<file path="src/hbus_pkg.sv">
/*
 * Constants and types shared by the host bus port of the network
 * controller. Assumes a single system bus clock domain.
 */
package hbus_pkg;
    localparam int CLK_PERIOD_NS = 25;
    localparam logic [3:0] SYNC_CYCLES = 4'h2;
    localparam logic [2:0] GRANT_SLIP_CYCLES = 3'h4;
    localparam logic [3:0] RACK_HIGH_MIN = 4'h7;
    localparam logic [3:0] CS_GAP_MIN = 4'h4;
    localparam logic [7:0] DATA_RESET = 8'h00;
    localparam logic [15:0] ADDR_RESET = 16'h0000;
    localparam logic [7:0] BURST_RESET = 8'h00;

    typedef enum logic [3:0] {
        DMA_IDLE,
        DMA_REQ,
        DMA_SLIP,
        DMA_P1,
        DMA_P2,
        DMA_P3,
        DMA_P4,
        DMA_T1,
        DMA_T2,
        DMA_T3,
        DMA_T4
    } dma_state_t;

    typedef enum logic [1:0] {
        SLV_IDLE,
        SLV_SYNC,
        SLV_ACK
    } slave_state_t;

    typedef enum logic [1:0] {
        PORT_IDLE,
        PORT_REQ,
        PORT_WAIT_XFER,
        PORT_RECOVER
    } port_state_t;
endpackage

</file>
<file path="src/hbus_port.sv">
/*
 * Host bus slave, DMA master cycles and remote data port handshake.
 * Assumes all inputs are synchronous to clk_sys and that the host
 * keeps its own timing obligations.
 */
// Notes on behaviour
// register select decoded only when acknowledging
// write acknowledge after strobes plus synchronisation
// dual bus: acknowledge waits for DMA completion
// missed grant setup slips DMA four clocks
// remote one transfer, local DMA bursts
// primed address cycles only before first transfer
// byte bursts hold upper address until last
// wait sampled in T3 extends cycle
// memory limits wait states per bus rate
// port request re-raised after latch write high
// read acknowledge drops request; local may delay
// host uses four selects, byte accesses
// chip selects spaced four clocks apart
// read acknowledge held high seven clocks
// high address strobe precedes low strobe
// acknowledge released on strobe removal; data released
`timescale 1ns/10ps
`default_nettype none
module hbus_port
import hbus_pkg::*;
(
    input wire logic clk_sys,
    input wire logic rst,
    input wire logic ce,
    input wire logic dual_bus,
    input wire logic mode_32bit,
    input wire logic byte_mode,
    input wire logic chip_select_n,
    input wire logic slave_read_strobe_n,
    input wire logic slave_write_strobe_n,
    input wire logic [3:0] register_select,
    input wire logic [7:0] slave_data_in,
    input wire logic [7:0] reg_read_data,
    output logic ack_n,
    output logic [7:0] slave_data_out,
    output logic slave_data_oe_n,
    output logic reg_write,
    output logic reg_read,
    output logic [3:0] reg_index,
    output logic [7:0] reg_write_data,
    input wire logic local_dma_req,
    input wire logic remote_dma_req,
    input wire logic [7:0] burst_len,
    input wire logic [31:0] dma_address,
    input wire logic dma_write,
    input wire logic [15:0] dma_wdata,
    input wire logic [15:0] muxed_addr_data_in,
    output logic bus_request,
    input wire logic bus_grant,
    input wire logic ext_wait,
    output logic [15:0] muxed_addr_data_out,
    output logic muxed_addr_data_oe_n,
    output logic [7:0] upper_address_byte,
    output logic upper_address_oe_n,
    output logic low_address_strobe,
    output logic high_address_strobe,
    output logic mem_read_n,
    output logic mem_write_n,
    output logic dma_xfer_done,
    output logic [15:0] dma_rdata,
    output logic dma_busy,
    input wire logic port_remote_write,
    input wire logic port_active,
    input wire logic read_ack_n,
    output logic data_port_request,
    output logic port_latch_write_n,
    output logic port_xfer_done
);
    import hbus_pkg::*;

    // -----------------------------------------------------------------
    // slave access
    // -----------------------------------------------------------------
    slave_state_t slv;
    logic sync_load;
    logic sync_done;
    logic access_low;
    logic dma_clear;
    dma_state_t dma;

    assign access_low = !chip_select_n &&
        (!slave_read_strobe_n || !slave_write_strobe_n);
    assign dma_clear = !dual_bus || (dma == DMA_IDLE);
    assign sync_load = (slv == SLV_IDLE) && access_low;

    hbus_counter sync_cnt
    (
        .clk_sys(clk_sys),
        .rst(rst),
        .ce(ce),
        .load(sync_load),
        .value(SYNC_CYCLES),
        .done(sync_done)
    );

    always_ff @(posedge clk_sys)
    begin
        if (rst)
        begin
            slv <= SLV_IDLE;
            ack_n <= 1'b1;
            reg_write <= 1'b0;
            reg_read <= 1'b0;
            reg_index <= 4'h0;
            reg_write_data <= DATA_RESET;
            slave_data_out <= DATA_RESET;
            slave_data_oe_n <= 1'b1;
        end
        else if (ce)
        begin
            reg_write <= 1'b0;
            reg_read <= 1'b0;
            case (slv)
                SLV_IDLE:
                begin
                    if (access_low)
                        slv <= SLV_SYNC;
                end
                SLV_SYNC:
                begin
                    if (!access_low)
                        slv <= SLV_IDLE;
                    else if (sync_done && dma_clear)
                    begin
                        slv <= SLV_ACK;
                        ack_n <= 1'b0;
                        reg_index <= register_select;
                        if (!slave_write_strobe_n)
                        begin
                            reg_write <= 1'b1;
                            reg_write_data <= slave_data_in;
                        end
                        else
                        begin
                            reg_read <= 1'b1;
                            slave_data_out <= reg_read_data;
                            slave_data_oe_n <= 1'b0;
                        end
                    end
                end
                SLV_ACK:
                begin
                    if (slave_read_strobe_n && slave_write_strobe_n)
                    begin
                        slv <= SLV_IDLE;
                        ack_n <= 1'b1;
                        slave_data_oe_n <= 1'b1;
                    end
                end
                default:
                    slv <= SLV_IDLE;
            endcase
        end
    end

    // -----------------------------------------------------------------
    // dma master cycles
    // -----------------------------------------------------------------
    logic [7:0] remain;
    logic is_remote;
    logic [2:0] slip;
    logic last_xfer;
    logic slave_pending;

    assign last_xfer = (remain <= 8'h1) || is_remote;
    assign slave_pending = (slv != SLV_IDLE) && dual_bus;

    always_ff @(posedge clk_sys)
    begin
        if (rst)
        begin
            dma <= DMA_IDLE;
            remain <= BURST_RESET;
            is_remote <= 1'b0;
            slip <= 3'h0;
            bus_request <= 1'b0;
            dma_busy <= 1'b0;
            dma_xfer_done <= 1'b0;
            dma_rdata <= ADDR_RESET;
            muxed_addr_data_out <= ADDR_RESET;
            muxed_addr_data_oe_n <= 1'b1;
            upper_address_byte <= DATA_RESET;
            upper_address_oe_n <= 1'b1;
            low_address_strobe <= 1'b0;
            high_address_strobe <= 1'b0;
            mem_read_n <= 1'b1;
            mem_write_n <= 1'b1;
        end
        else if (ce)
        begin
            dma_xfer_done <= 1'b0;
            case (dma)
                DMA_IDLE:
                begin
                    if ((local_dma_req || remote_dma_req) && !slave_pending)
                    begin
                        dma <= DMA_REQ;
                        bus_request <= 1'b1;
                        dma_busy <= 1'b1;
                        is_remote <= !local_dma_req;
                        remain <= local_dma_req ? burst_len : 8'h01;
                    end
                end
                DMA_REQ:
                begin
                    if (bus_grant)
                        dma <= mode_32bit ? DMA_P1 : DMA_T1;
                    else
                    begin
                        dma <= DMA_SLIP;
                        slip <= GRANT_SLIP_CYCLES - 3'h1;
                    end
                end
                DMA_SLIP:
                begin
                    if (slip != 3'h0)
                        slip <= slip - 3'h1;
                    else if (bus_grant)
                        dma <= mode_32bit ? DMA_P1 : DMA_T1;
                    else
                        slip <= GRANT_SLIP_CYCLES - 3'h1;
                end
                DMA_P1:
                begin
                    muxed_addr_data_out <= dma_address[31:16];
                    muxed_addr_data_oe_n <= 1'b0;
                    high_address_strobe <= 1'b1;
                    dma <= DMA_P2;
                end
                DMA_P2:
                begin
                    high_address_strobe <= 1'b0;
                    dma <= DMA_P3;
                end
                DMA_P3:
                    dma <= DMA_P4;
                DMA_P4:
                    dma <= DMA_T1;
                DMA_T1:
                begin
                    muxed_addr_data_out <= dma_address[15:0];
                    muxed_addr_data_oe_n <= 1'b0;
                    upper_address_byte <= dma_address[15:8];
                    upper_address_oe_n <= 1'b0;
                    low_address_strobe <= 1'b1;
                    dma <= DMA_T2;
                end
                DMA_T2:
                begin
                    low_address_strobe <= 1'b0;
                    if (dma_write)
                    begin
                        muxed_addr_data_out <= dma_wdata;
                        mem_write_n <= 1'b0;
                    end
                    else
                    begin
                        muxed_addr_data_oe_n <= 1'b1;
                        mem_read_n <= 1'b0;
                    end
                    dma <= DMA_T3;
                end
                DMA_T3:
                begin
                    if (!ext_wait)
                        dma <= DMA_T4;
                end
                DMA_T4:
                begin
                    mem_read_n <= 1'b1;
                    mem_write_n <= 1'b1;
                    muxed_addr_data_oe_n <= 1'b1;
                    dma_xfer_done <= 1'b1;
                    if (!dma_write)
                        dma_rdata <= muxed_addr_data_in;
                    if (last_xfer)
                    begin
                        dma <= DMA_IDLE;
                        bus_request <= 1'b0;
                        dma_busy <= 1'b0;
                        upper_address_oe_n <= 1'b1;
                    end
                    else
                    begin
                        remain <= remain - 8'h1;
                        upper_address_oe_n <= !byte_mode;
                        dma <= DMA_T1;
                    end
                end
                default:
                    dma <= DMA_IDLE;
            endcase
        end
    end

    // -----------------------------------------------------------------
    // remote data port handshake
    // -----------------------------------------------------------------
    port_state_t port;
    logic rec_load;
    logic rec_done;
    logic rack_seen;

    assign rec_load = (port == PORT_WAIT_XFER) && rack_seen
        && read_ack_n;

    hbus_counter rec_cnt
    (
        .clk_sys(clk_sys),
        .rst(rst),
        .ce(ce),
        .load(rec_load),
        .value(RACK_HIGH_MIN),
        .done(rec_done)
    );

    always_ff @(posedge clk_sys)
    begin
        if (rst)
        begin
            port <= PORT_IDLE;
            data_port_request <= 1'b0;
            port_latch_write_n <= 1'b1;
            port_xfer_done <= 1'b0;
            rack_seen <= 1'b0;
        end
        else if (ce)
        begin
            port_xfer_done <= 1'b0;
            case (port)
                PORT_IDLE:
                begin
                    if (port_active && !local_dma_req)
                    begin
                        if (!port_latch_write_n)
                            port_latch_write_n <= 1'b1;
                        else
                        begin
                            data_port_request <= 1'b1;
                            port <= PORT_REQ;
                        end
                    end
                end
                PORT_REQ:
                begin
                    if (!read_ack_n)
                    begin
                        data_port_request <= 1'b0;
                        rack_seen <= 1'b1;
                        port <= PORT_WAIT_XFER;
                    end
                end
                PORT_WAIT_XFER:
                begin
                    if (read_ack_n && rack_seen)
                    begin
                        rack_seen <= 1'b0;
                        port_latch_write_n <= !port_remote_write;
                        port_xfer_done <= 1'b1;
                        port <= PORT_RECOVER;
                    end
                end
                PORT_RECOVER:
                begin
                    port_latch_write_n <= 1'b1;
                    if (rec_done && !read_ack_n)
                        port <= PORT_RECOVER;
                    else if (rec_done)
                        port <= PORT_IDLE;
                end
                default:
                    port <= PORT_IDLE;
            endcase
        end
    end
endmodule
`default_nettype wire

</file>
<file path="src/hbus_counter.sv">
/*
 * Small down counter with load, used for synchronisation and
 * recovery delays. Assumes clock enable gates all state.
 */
`timescale 1ns/10ps
`default_nettype none
module hbus_counter
(
    input wire logic clk_sys,
    input wire logic rst,
    input wire logic ce,
    input wire logic load,
    input wire logic [3:0] value,
    output logic done
);
    logic [3:0] count;

    always_ff @(posedge clk_sys)
    begin
        if (rst)
            count <= 4'h0;
        else if (ce)
        begin
            if (load)
                count <= value;
            else if (count != 4'h0)
                count <= count - 4'h1;
        end
    end

    assign done = (count == 4'h0) && !load;
endmodule
`default_nettype wire

</file>
<file path="config.mk">
export PLATFORM = sky130hd
export DESIGN_NAME = hbus_port
export DESIGN_NICKNAME = d
export VERILOG_FILES = /design/src/hbus_pkg.sv /design/src/hbus_port.sv /design/src/hbus_counter.sv
export SDC_FILE = /design/constraint.sdc
export NUM_CORES = 1
export LEC_CHECK = 0
export ABC_AREA = 0
export BUFFER_PORTS_ARGS = -buffer_cell sky130_fd_sc_hd__buf_2
export CAP_MARGIN = 10
export CORE_MARGIN = 5
export CORE_UTILIZATION = 49
export CTS_CLUSTER_DIAMETER = 30
export CTS_CLUSTER_SIZE = 28
export DETAILED_ROUTE_END_ITERATION = 8
export GPL_TIMING_DRIVEN = 0
export PLACE_DENSITY = 0.8
export SLEW_MARGIN = 20
export SYNTH_ARGS = -nofsm -noshare
export SYNTH_HDL_FRONTEND = slang
export SYNTH_SLANG_ARGS = --single-unit
</file>
<file path="constraint.sdc">
create_clock -name clk_sys -period 2.4 [get_ports clk_sys]
set_input_delay 0.48 -clock clk_sys [delete_from_list [all_inputs] [get_ports clk_sys]]
set_output_delay 0.48 -clock clk_sys [all_outputs]
set_load 0.05 [all_outputs]
</file>
* After elaboration in Yosys (flattened, before gate mapping) *
Index checks and enable logic that the tools add are counted.

cells by class
  eq/ne operators = 34
  bitwise logic cells = 2
  mux-type cells = 75
  magnitude comparators = 1
  reductions and logical operators = 78
  $add $sub $neg = 4

operator list
  cell                number
  $pmux 16 s3         1
  $pmux 4 s11         1
  $mux 4              8
  $mux 1              30
  $ne 2x2->1 const B  15
  $reduce_and 5->1    5
  $mux 8              3
  $reduce_and 4->1    6
  $reduce_bool 2->1   12
  $mux 2              10
  $pmux 1 s2          10
  $reduce_and 3->1    6
  $eq 4x3->1 const B  4
  $mux 16             1
  $pmux 8 s2          1
  $mux 3              5
  $reduce_and 2->1    7
  $logic_and 1x1->1   13
  $eq 4x4->1 const B  3
  $logic_not 4->1     3
  $reduce_and 6->1    2
  $reduce_bool 3->1   4
  $logic_not 1->1     11
  $eq 4x2->1 const B  2
  other kinds (18)    31

word-level totals
  logic and storage cells = 224
  bits in registers = 104

* Logic depth before layout (Yosys ltp) *
Gate-level depths: netlist of run 1.

  depth in word-level cells = 10
  depth in mapped cells = 8
  gate-level depth less buffers = 7

* Cells and area by module *
A second synthesis of run 1 with hierarchy kept.

second synthesis, totals
  cells, all modules = 623
  area, all modules = 5127.4 µm²

modules (own cells, without submodules)
  module        times used  cells an instance  area an instance (µm²)
  hbus_port     1           553                4566.9
  hbus_counter  2           35                 280.3

* Worst setup path after synthesis of run 1 *
OpenSTA, ideal clock, no wires.

  path kind = reg2reg
  start = reg sync_cnt.count[0]
  end = reg slave_data_out[0]
  period minus slack after synthesis = 1.968 ns
  required time = 2.272 ns
  setup time = 0.128 ns
  data arrival time = 1.841 ns
  slack = 0.432 ns
  path buffers = 1
  cell stages (with the launch flop) = 9
  cells stage by stage = dfxtp_1 > inv_1 > ha_1 > or3b_1 > o21bai_1 > nor4b_1 > buf_4 > mux2i_1 > nor2_1

between the ends
  cells in the longest elaborated chain, start to end = 4

ends and longest elaborated chain
  item                        RTL line            RTL
  from (decl)                 hbus_counter.sv:16  logic [3:0] count;
  from (signal assigned)      hbus_counter.sv:25  count <= value;
  from (signal assigned)      hbus_counter.sv:27  count <= count - 4'h1;
  $logic_not 4->1             hbus_counter.sv:31  assign done = (count == 4'h0) && !load;
  $logic_and 1x1->1           hbus_counter.sv:31
  $logic_and 1x1->1           hbus_port.sv:129    else if (sync_done && dma_clear)
  $reduce_and 5->1 (no line)  -
  to (signal assigned)        hbus_port.sv:142    slave_data_out <= reg_read_data;
  to (decl)                   hbus_port.sv:41     output logic [7:0] slave_data_out,

No other way between the ends.
A chain may end at the register's enable or synchronous reset.

* Worst setup path after layout of run 1 *
  start = reg sync_cnt.count[0]
  end = reg slave_data_out[4]

Same word-level chain as after synthesis.

==> impl_metrics.py, run 1 <==
metrics = {
    "outcome": {
        "outcome": "finished clean",
    },
    "detailed_routing": {
        "route.detailed.vias_per_inst": 5.51,
        "first_pass_iters": 6,
        "top_signal_layer_used": "met4",
        "drt_drc_violations_left": 0,
        "drt-initial-drc-count": 403,
        "vias": 5011,
        "met2WireLength_um": 7110,
        "drtAntennaViolNets": 0,
        "met3_wirelength_um": 1170,
        "avgRoutedWirePerCell_um": 15.8,
        "detail_route.wirelength_um": 14400,
        "post_route_met1_wirelength_um": 5800,
    },
    "sta": {
        "setup_ws_ps": 165,
        "final_min_period_over_clock_period_pct": 93.1,
        "drv_slew": 0,
        "fin_tns_setup_ps": 0,
        "final-setup-viol-count": 0,
        "final.setup_skew_ps": 16.9,
        "setup_repair_after_global_routing_missed_its_margin": "no",
        "worst_pin_slew_ps": 907,
        "min_period_ps": 2240,
        "final_hold_viol_count": 0,
        "relSlewSlack_pct": 39.0,
        "max_freq_ghz": 0.447,
    },
    "synth": {
        "top_post_synthesis_cells_by_area": "sky130_fd_sc_hd__dfxtp_1, sky130_fd_sc_hd__nand2_1, sky130_fd_sc_hd__nor2_1",
        "postSynthAreaPerCell_sq_um": 8.28,
        "synth-warning-count": 0,
        "synth_sequential_area_ratio_pct": 43.4,
        "synthesis.nets": 696,
        "flops_latches_synth": 104,
        "number_of_flops_mapped_to_enable_cells_by_yosys": 0,
        "synthCells": 579,
        "synth_area_leader_cell": "sky130_fd_sc_hd__dfxtp_1",
        "synthDominantCellAreaShare_pct": 43.4,
        "synth_ff_type": "sky130_fd_sc_hd__dfxtp_1",
        "asyncSetResetFlopFracSynth_pct": 0,
        "yosysMostFrequentCell": "sky130_fd_sc_hd__dfxtp_1",
        "synthDistinctLibCells": 62,
        "cell_area_after_synthesis_sq_um": 4800,
        "synth_common_cells": "sky130_fd_sc_hd__dfxtp_1, sky130_fd_sc_hd__nand2_1, sky130_fd_sc_hd__nor2_1",
    },
    "clock_tree": {
        "hold_buffers": 0,
        "clkLatencyLatePin_ps": 380,
        "post_cts_resize_count": 0,
        "cts_post_setup_buffers_inserted": 0,
        "htree_levels": 3,
        "numClockSinks": 104,
        "cts-root-to-sink-buffers": 2,
        "cts_buffer_count": 9,
        "clockRootBuffer": "sky130_fd_sc_hd__clkbuf_8",
        "clk_pin_slew_worst_paths_ps": 110,
        "tritoncts": "done",
    },
    "critical_path": {
        "worstSetupPathType": "reg -> reg",
        "r2r-start": "sync_cnt.count[0]",
        "required_ps": 2640,
        "crit_path_start": "sync_cnt.count[0]",
        "cp_max_fo": 10,
        "endpoint_kind": "flip-flop",
        "cp_data_arrival_time_ps": 2480,
        "worst_setup_path_start_kind": "flip-flop",
    },
    "global_route": {
        "grt-ovfl-total": 0,
        "maximum_number_of_pins_on_one_net_before_global_route_repair": 19,
        "grt_util_all_layers_pct": 23.8,
        "first_pass_grt_wire_length_um": 22700,
        "antenna_found_initial": 0,
        "number_of_global_route_vias_before_repair": 4867,
    },
    "die": {
        "core.rowCount": 36,
        "die_w_um": 109,
        "die_h_um": 109,
        "die-area_sq_um": 11900,
        "floorplan.core_area_sq_um": 9640,
        "start_util_pct": 49.8,
        "ios": 185,
    },
    "final_layout": {
        "nets": 889,
        "drive_gt1_share_pct": 29.0,
        "post-route-cell-area_sq_um": 6070,
        "syn2layout_area_growth_pct": 26.7,
        "num_antenna_cells": 0,
        "fin_util_pct": 63.0,
    },
    "hold_path": {
        "worst_hold_startpoint": "muxed_addr_data_in[7]",
        "holdCritPathClass": "in -> reg",
    },
    "flow_run": {
        "maxCapViolCount": 0,
    },
    "placement": {
        "detailed_place.area_sq_um": 5870,
        "preCtsSetupSlack_ps": 74.3,
        "io_buffers": 182,
        "gp_congestion": 0.975,
        "dp_hpwl_um": 10900,
    },
    "pwr": {
        "seq_power_share_pct": 48.7,
        "power.net_switching_w": 0.00126,
        "pwr-share-clk_pct": 28.1,
        "total_power_w": 0.00390,
        "internal-power_w": 0.00263,
        "power.share.switching_pct": 32.4,
        "pwr_dens_nw_per_um2": 642,
        "static-leakage-power_nw": 2.55,
        "p_comb_share_pct": 23.2,
        "worst_ir_drop_vdd_mv": 0.309,
    },
}
[sequential cells by signal, indices dropped and copies added (netlist names), 2 cells and up]
signal	cells
muxed_addr_data_out	16
reg_write_data	8
sync_cnt.count	4
slip	3
slv	2
dma	4
port	2
rec_cnt.count	4
remain	8
dma_rdata	16
reg_index	4
upper_address_byte	8
slave_data_out	8
[stage by stage]
step	hold WS, ps	cells
detailed placement	444	894
global placement	440	894
CTS	325	910
finish	335	910
floorplan	437	579
global route	326	910
[worst paths after layout]
check,slack (ps),endpoint,cells after the start
hold / removal,330,dma_rdata[7],3
setup reg to reg,160,slave_data_out[4],8
hold reg to reg,460,dma_rdata[15],2
setup / recovery,160,slave_data_out[4],8
[critical path: stages (launching register included)]
cell                       delay [ps]
sky130_fd_sc_hd__dfxtp_1          360
sky130_fd_sc_hd__inv_1            100
sky130_fd_sc_hd__ha_1             140
sky130_fd_sc_hd__or3b_1           390
sky130_fd_sc_hd__o21bai_1         260
sky130_fd_sc_hd__nor4b_1          340
sky130_fd_sc_hd__buf_4            260
sky130_fd_sc_hd__mux2i_1          220
sky130_fd_sc_hd__nor2_1            60
[cell type report]
type	count	area, sq um
inverters	21	78.8
multi-input cells	413	2460
well taps	133	166
clock inverters	5	50.0
flip-flops and latches	104	2080
fillers	900	3560
clock buffers	11	151
repair buffers	182	911
plain buffers	41	176
[power groups by stage]
stage	Sequential, W	Clock (W)	Combinational, W
detailed placement	0.00193	0	0.000891
global placement	0.00193	0	0.000851
floorplan	0.00197	0	0.000590
global route	0.00191	0.00119	0.00102
CTS	0.00190	0.00111	0.000896
finish	0.00190	0.00109	0.000904
[layer usage]
metal  vias up  GRT usage, %
met5         -             0
met4         0          8.93
met3        30          5.39
met2       203          41.1
met1      2342          28.7
li1       2436             -
[cells in the final DEF (no fill, tap or decap), types with 10 or more instances in the layout]
cell type                  instances
sky130_fd_sc_hd__a21oi_1          54
sky130_fd_sc_hd__mux2i_1          22
sky130_fd_sc_hd__a311oi_1         20
sky130_fd_sc_hd__nand2_1          84
sky130_fd_sc_hd__clkbuf_8         11
sky130_fd_sc_hd__nand3_1          10
sky130_fd_sc_hd__nor2_1           74
sky130_fd_sc_hd__buf_2           194
sky130_fd_sc_hd__inv_1            21
sky130_fd_sc_hd__clkbuf_1         26
sky130_fd_sc_hd__a22oi_1          19
sky130_fd_sc_hd__o21ai_0          21
sky130_fd_sc_hd__dfxtp_1         104
sky130_fd_sc_hd__nor3_1           11
[kinds of logic (layout without fill, tap and decap cells)]
logic type | Yosys count | count (layout) | synth area share, %
XOR/XNOR | 7 | 7 | 1.28
AND/OR/NAND/NOR | 218 | 218 | 21.1
multiplexers | 22 | 22 | 4.59
flip-flops | 104 | 104 | 43.4
buffers and inverters | 62 | 260 | 5.32
adder cells (fa/ha/maj) | 8 | 8 | 2.09
AO/OA/AOI/OAI | 158 | 158 | 22.3
(Power assumes the default switching activity.)
==> run 2, diff against run 1 <==
Settings changed: CORE_UTILIZATION 49 to 50, SYNTH_HIERARCHICAL set to 1.
==> impl_metrics.py, run 2 <==
metrics = {
    "detailed_routing": {
        "avgRoutedWirePerCell_um": 16.5,
        "route.detailed.vias_per_inst": 5.63,
        "detail_route.wirelength_um": 16000,
        "first_pass_iters": 5,
        "drt-initial-drc-count": 345,
        "drt_drc_violations_left": 0,
        "drtAntennaViolNets": 0,
        "vias": 5465,
    },
    "clock_tree": {
        "cts_buffer_count": 9,
        "tritoncts": "done",
        "clkLatencyLatePin_ps": 370,
        "numClockSinks": 104,
        "cts-root-to-sink-buffers": 2,
        "clk_pin_slew_worst_paths_ps": 100,
        "htree_levels": 3,
        "clockRootBuffer": "sky130_fd_sc_hd__clkbuf_8",
    },
    "flow_run": {
        "maxCapViolCount": 0,
    },
    "placement": {
        "gp_congestion": 0.907,
        "dp_hpwl_um": 11800,
        "place_inst": 947,
        "io_buffers": 182,
    },
    "pwr": {
        "worst_ir_drop_vdd_mv": 0.361,
        "pwr_dens_nw_per_um2": 634,
        "static-leakage-power_nw": 2.86,
    },
    "synth": {
        "synth_sequential_area_ratio_pct": 40.6,
        "cell_area_after_synthesis_sq_um": 5130,
        "yosysMostFrequentCell": "sky130_fd_sc_hd__nand2_1",
        "postSynthAreaPerCell_sq_um": 8.23,
        "synthDominantCellAreaShare_pct": 40.6,
        "top_post_synthesis_cells_by_area": "sky130_fd_sc_hd__dfxtp_1, sky130_fd_sc_hd__nand2_1, sky130_fd_sc_hd__a21oi_1",
        "synth_ff_type": "sky130_fd_sc_hd__dfxtp_1",
        "synth_common_cells": "sky130_fd_sc_hd__nand2_1, sky130_fd_sc_hd__dfxtp_1, sky130_fd_sc_hd__a21oi_1",
        "synth-warning-count": 6,
        "synthDistinctLibCells": 75,
        "flops_latches_synth": 104,
        "synthCells": 623,
        "asyncSetResetFlopFracSynth_pct": 0,
        "number_of_flops_mapped_to_enable_cells_by_yosys": 0,
        "synth_area_leader_cell": "sky130_fd_sc_hd__dfxtp_1",
    },
    "final_layout": {
        "syn2layout_area_growth_pct": 29.8,
        "drive_gt1_share_pct": 30.6,
        "layout_commonest_cell": "sky130_fd_sc_hd__buf_2",
        "final_cells": 971,
        "fin_util_pct": 65.4,
        "largest_registers": "dma_rdata x16, muxed_addr_data_out x16",
        "most-common-layout-cells": "sky130_fd_sc_hd__buf_2, sky130_fd_sc_hd__nand2_1, sky130_fd_sc_hd__dfxtp_1, sky130_fd_sc_hd__a21oi_1, sky130_fd_sc_hd__clkbuf_1",
        "nets": 946,
    },
    "die": {
        "die_w_um": 111,
        "core.rowCount": 37,
        "die_h_um": 111,
        "start_util_pct": 50.3,
        "floorplan.core_area_sq_um": 10200,
        "die-area_sq_um": 12400,
        "ios": 185,
    },
    "sta": {
        "setup_repair_after_global_routing_missed_its_margin": "yes",
        "relSlewSlack_pct": 44.6,
        "drv_slew": 0,
        "final-setup-viol-count": 12,
        "final.setup_skew_ps": 8.15,
        "final_hold_viol_count": 0,
        "setup_ws_ps": -39.7,
        "final_min_period_over_clock_period_pct": 102,
        "worst_pin_slew_ps": 829,
        "min_period_ps": 2440,
        "max_freq_ghz": 0.410,
    },
    "global_route": {
        "grt_util_all_layers_pct": 24.5,
        "antenna_found_initial": 1,
        "grt_use_met2_pct": 43.7,
        "grt-ovfl-total": 0,
        "grt_busiest_layer": "met2",
        "globalRouteMet1Util_pct": 28.4,
        "first_pass_grt_wire_length_um": 25300,
        "maximum_number_of_pins_on_one_net_before_global_route_repair": 18,
        "number_of_global_route_vias_before_repair": 5303,
        "global_route.usage.met3_pct": 4.97,
    },
    "outcome": {
        "violations": "setup timing",
        "outcome": "finished, violations left",
    },
    "critical_path": {
        "crit_path_start": "slv[1]",
        "worst_setup_path_start_kind": "flip-flop",
        "r2r_end": "reg_write_data[5]",
        "endpoint_kind": "flip-flop",
        "cp_data_arrival_time_ps": 2690,
        "r2r-start": "slv[1]",
        "ff2ff_path_depth": 10,
        "required_ps": 2650,
        "worstSetupPathType": "reg -> reg",
        "cp_max_fo": 10,
        "setup.reg_to_reg.worst_slack_ps": -40,
        "worst_setup_path_endpoint": "reg_write_data[5]",
    },
    "hold_path": {
        "holdCritPathClass": "in -> reg",
    },
}
-- run 2: power by group --
part	total (W)	switching, W	internal [W]
Clock	0.00125	0.000629	0.000619
Combinational	0.00108	0.000645	0.000431
Sequential	0.00190	0.0000801	0.00182
-- run 2: final cells by class --
cell class	count	area, sq um
Multi-Input combinational cell	454	2830
Antenna cell	1	2.50
Buffer	50	254
Timing Repair Buffer	189	998
Inverter	21	81.3
Clock inverter	6	92.6
Tap cell	136	170
Sequential cell	104	2090
Fill cell	856	3530
Clock buffer	10	138
-- run 2: critical path, stage by stage, from the launching register on --
cell,delay (ps)
sky130_fd_sc_hd__dfxtp_2,360
sky130_fd_sc_hd__nor4_1,70
sky130_fd_sc_hd__buf_6,140
sky130_fd_sc_hd__or4b_4,510
sky130_fd_sc_hd__inv_4,80
sky130_fd_sc_hd__nand2_4,60
sky130_fd_sc_hd__or4_4,580
sky130_fd_sc_hd__buf_12,180
sky130_fd_sc_hd__buf_12,130
sky130_fd_sc_hd__o21ai_1,120
sky130_fd_sc_hd__a21oi_1,80
-- run 2: metrics by stage --
| stage | TNS, ps | hold WS (ps) | power [W] | area (sq um) | worst slack (ps) |
|---|---|---|---|---|---|
| after floorplan | -3450 | 459 | 0.00265 | 5160 | -214 |
| after global placement | -8850 | 438 | 0.00290 | 6240 | -429 |
| after detailed placement | -9630 | 435 | 0.00294 | 6240 | -459 |
| after CTS | 0 | 315 | 0.00420 | 6520 | 6.81 |
| after global routing | -1870 | 309 | 0.00444 | 6660 | -133 |
| final | -303 | 330 | 0.00422 | 6660 | -39.7 |
-- run 2: cell families (layout without fill, tap and decap cells) --
kind of cell    after synthesis  in the layout  share of synthesized area, %
mux                          22             22                          4.29
buf+inv                      72            276                          6.08
flops                       104            104                          40.6
simple gates                221            222                          21.3
xor+xnor                      3              3                         0.513
other cells                   2              9                         0.146
fa+ha+maj                     8              8                          1.95
compound gates              191            191                          25.1
-- run 2: what timing repair did --
item	CTS	global route
setup buffers	3	2
gates resized for setup	8	23
endpoints found under the setup margin	22	46
gates cloned	1	2
pin swaps	1	4
hold buffers	0	0
-- run 2: routing by layer --
| layer | wire, um | vias to the layer above |
|---|---|---|
| li1 | - | 2657 |
| met1 | 6230 | 2561 |
| met2 | 8230 | 220 |
| met3 | 1150 | 27 |
| met4 | 362 | 0 |
| met5 | 0 | - |
-- run 2: how the worst min path moves through the flow --
stage / startpoint / end / slack (ps) / cells past startpoint
after floorplan: remain[5] / remain[5] / 460 / 2
after global placement: ack_n / ack_n / 440 / 2
after detailed placement: ack_n / ack_n / 430 / 2
after CTS: muxed_addr_data_in[6] / dma_rdata[6] / 320 / 3
after global routing: muxed_addr_data_in[12] / dma_rdata[12] / 310 / 3
final: muxed_addr_data_in[8] / dma_rdata[8] / 330 / 3
==> run 3, diff against run 2 <==
Settings changed: ABC_AREA 0 to 1.
==> impl_metrics.py, run 3 <==
metrics = {
    "outcome": {
        "outcome": "finished clean",
    },
    "pwr": {
        "total_power_w": 0.00395,
        "pwr-share-clk_pct": 26.7,
        "power.net_switching_w": 0.00137,
        "power.share.switching_pct": 34.7,
        "pwr_dens_nw_per_um2": 608,
        "internal-power_w": 0.00258,
        "static-leakage-power_nw": 3.35,
        "p_comb_share_pct": 25.7,
        "seq_power_share_pct": 47.6,
        "worst_ir_drop_vdd_mv": 0.358,
    },
    "global_route": {
        "maximum_number_of_pins_on_one_net_before_global_route_repair": 20,
        "grt_util_all_layers_pct": 24.0,
        "grt-ovfl-total": 0,
        "number_of_global_route_vias_before_repair": 5424,
        "antenna_found_initial": 0,
        "first_pass_grt_wire_length_um": 24900,
    },
    "sta": {
        "drv_slew": 0,
        "final_hold_viol_count": 0,
        "relSlewSlack_pct": 59.9,
        "min_period_ps": 2050,
        "final-setup-viol-count": 0,
        "timing.hold.ws_ps": 298,
        "fin_tns_setup_ps": 0,
        "final_min_period_over_clock_period_pct": 85.3,
        "worst_pin_slew_ps": 602,
        "setup_repair_after_global_routing_missed_its_margin": "no",
        "max_freq_ghz": 0.488,
        "final.setup_skew_ps": 5.29,
    },
    "synth": {
        "yosysMostFrequentCell": "sky130_fd_sc_hd__nand2_1",
        "synthDistinctLibCells": 33,
        "cell_area_after_synthesis_sq_um": 5190,
        "synth-warning-count": 6,
        "top_post_synthesis_cells_by_area": "sky130_fd_sc_hd__dfxtp_1, sky130_fd_sc_hd__nand2_1, sky130_fd_sc_hd__nor2_1",
        "number_of_flops_mapped_to_enable_cells_by_yosys": 0,
        "flops_latches_synth": 104,
        "synth_common_cells": "sky130_fd_sc_hd__nand2_1, sky130_fd_sc_hd__nor2_1, sky130_fd_sc_hd__dfxtp_1",
        "postSynthAreaPerCell_sq_um": 6.56,
        "synth_sequential_area_ratio_pct": 40.1,
        "synth_ff_type": "sky130_fd_sc_hd__dfxtp_1",
        "synthDominantCellAreaShare_pct": 40.1,
        "synthCells": 790,
        "synth_area_leader_cell": "sky130_fd_sc_hd__dfxtp_1",
        "asyncSetResetFlopFracSynth_pct": 0,
    },
    "final_layout": {
        "num_antenna_cells": 0,
        "nets": 1108,
        "most-common-layout-cells": "sky130_fd_sc_hd__nand2_1, sky130_fd_sc_hd__buf_2, sky130_fd_sc_hd__nor2_1, sky130_fd_sc_hd__dfxtp_1, sky130_fd_sc_hd__inv_1",
        "layout_commonest_cell": "sky130_fd_sc_hd__nand2_1",
        "largest_registers": "dma_rdata x16, muxed_addr_data_out x16",
        "drive_gt1_share_pct": 24.7,
        "final_cells": 1132,
        "syn2layout_area_growth_pct": 25.1,
    },
    "clock_tree": {
        "clockRootBuffer": "sky130_fd_sc_hd__clkbuf_8",
        "numClockSinks": 104,
        "htree_levels": 3,
        "cts-root-to-sink-buffers": 2,
        "post_cts_resize_count": 0,
        "tritoncts": "done",
        "clk_pin_slew_worst_paths_ps": 100,
        "clkLatencyLatePin_ps": 380,
        "hold_buffers": 0,
        "cts_post_setup_buffers_inserted": 0,
        "cts_buffer_count": 9,
    },
    "die": {
        "die-area_sq_um": 12500,
        "die_h_um": 112,
        "die_w_um": 112,
        "start_util_pct": 50.7,
        "ios": 185,
        "core.rowCount": 37,
        "floorplan.core_area_sq_um": 10200,
    },
    "critical_path": {
        "cp_data_arrival_time_ps": 2370,
        "required_ps": 2720,
        "worst_setup_path_start_kind": "flip-flop",
        "cp_max_fo": 10,
        "endpoint_kind": "flip-flop",
        "worstSetupPathType": "reg -> reg",
    },
    "placement": {
        "io_buffers": 184,
        "dp_hpwl_um": 11800,
        "gp_congestion": 0.933,
        "place_inst": 1116,
    },
    "flow_run": {
        "maxCapViolCount": 0,
    },
    "detailed_routing": {
        "drt-initial-drc-count": 423,
        "first_pass_iters": 5,
        "drt_drc_violations_left": 0,
        "route.detailed.vias_per_inst": 5.00,
        "detail_route.wirelength_um": 15100,
        "drtAntennaViolNets": 0,
        "vias": 5660,
        "avgRoutedWirePerCell_um": 13.3,
    },
    "hold_path": {
        "holdCritPathClass": "in -> reg",
    },
}
==> run 3: changes by cell type after synthesis, moves of 6 or more <==
cell	delta
sky130_fd_sc_hd__mux2i_1	-22
sky130_fd_sc_hd__a21oi_1	-10
sky130_fd_sc_hd__clkbuf_1	-25
sky130_fd_sc_hd__nand2b_1	-8
sky130_fd_sc_hd__nand2_1	+103
sky130_fd_sc_hd__nor2_2	+6
sky130_fd_sc_hd__inv_1	+53
sky130_fd_sc_hd__nand3_1	+43
sky130_fd_sc_hd__nor2_1	+87
sky130_fd_sc_hd__buf_2	+10
sky130_fd_sc_hd__o21ai_0	+36
sky130_fd_sc_hd__a22oi_1	-16
sky130_fd_sc_hd__a311oi_1	-21
==> run 3: power groups by stage <==
stage	logic, W	registers (W)	clock network, W
global route	0.00117	0.00189	0.00116
CTS	0.00101	0.00188	0.00108
global placement	0.000992	0.00192	0
floorplan	0.000690	0.00196	0
finish	0.00101	0.00188	0.00105
detailed placement	0.00101	0.00192	0
==> run 3: critical path: stages (launching register included) <==
cell and delay, ps:
sky130_fd_sc_hd__dfxtp_1 370, sky130_fd_sc_hd__nor2_1 240, sky130_fd_sc_hd__inv_1 110, sky130_fd_sc_hd__nor2_2 270, sky130_fd_sc_hd__nor2_2 100, sky130_fd_sc_hd__nand2_4 80, sky130_fd_sc_hd__inv_1 30, sky130_fd_sc_hd__a21boi_2 170
sky130_fd_sc_hd__nand2_2 180, sky130_fd_sc_hd__buf_2 260, sky130_fd_sc_hd__nor3_1 70, sky130_fd_sc_hd__nor2_1 110
==> run 3: stage by stage <==
step	area, sq um	utilization (%)	worst slack, ps
after floorplan	5210	-	590
after global placement	6300	61.6	144
after detailed placement	6300	61.6	118
after CTS	6490	63.4	238
after global routing	6490	63.4	111
final	6490	63.4	353
==> run 3: metal layers <==
layer	vias up	GRT usage (%)	share of wire (%)
li1	2919	-	-
met1	2532	29.5	44
met2	173	39.0	46
met3	36	7.77	7.6
met4	0	9.16	2.9
met5	-	0	0
==> run 3: path summary, 6_finish.rpt <==
| kind | endpoint | slack (ps) | cells past startpoint | from |
|---|---|---|---|---|
| min | upper_address_oe_n | 300 | 2 | byte_mode |
| min reg2reg | mem_write_n | 460 | 2 | mem_write_n |
| max reg2reg | reg_write_data[6] | 350 | 11 | slv[1] |
| max | reg_write_data[6] | 350 | 11 | slv[1] |
==> run 3: area by class of cell <==
class	instances	area, sq um
Buffer	30	138
Clock buffer	9	124
Clock inverter	7	62.6
Fill cell	968	3740
Inverter	76	285
Multi-Input combinational cell	586	2710
Sequential cell	104	2080
Tap cell	136	170
Timing Repair Buffer	184	921
==> run 3: logic make-up after synthesis <==
| kind of cell | after synthesis | share of synthesized area, % |
|---|---|---|
| buffers and inverters | 106 | 8.15 |
| flip-flops | 104 | 40.1 |
| AO/OA/AOI/OAI | 141 | 14.1 |
| other | 2 | 0.145 |
| XOR/XNOR | 1 | 0.169 |
| AND/OR/NAND/NOR | 428 | 35.3 |
| adder cells (fa/ha/maj) | 8 | 1.93 |
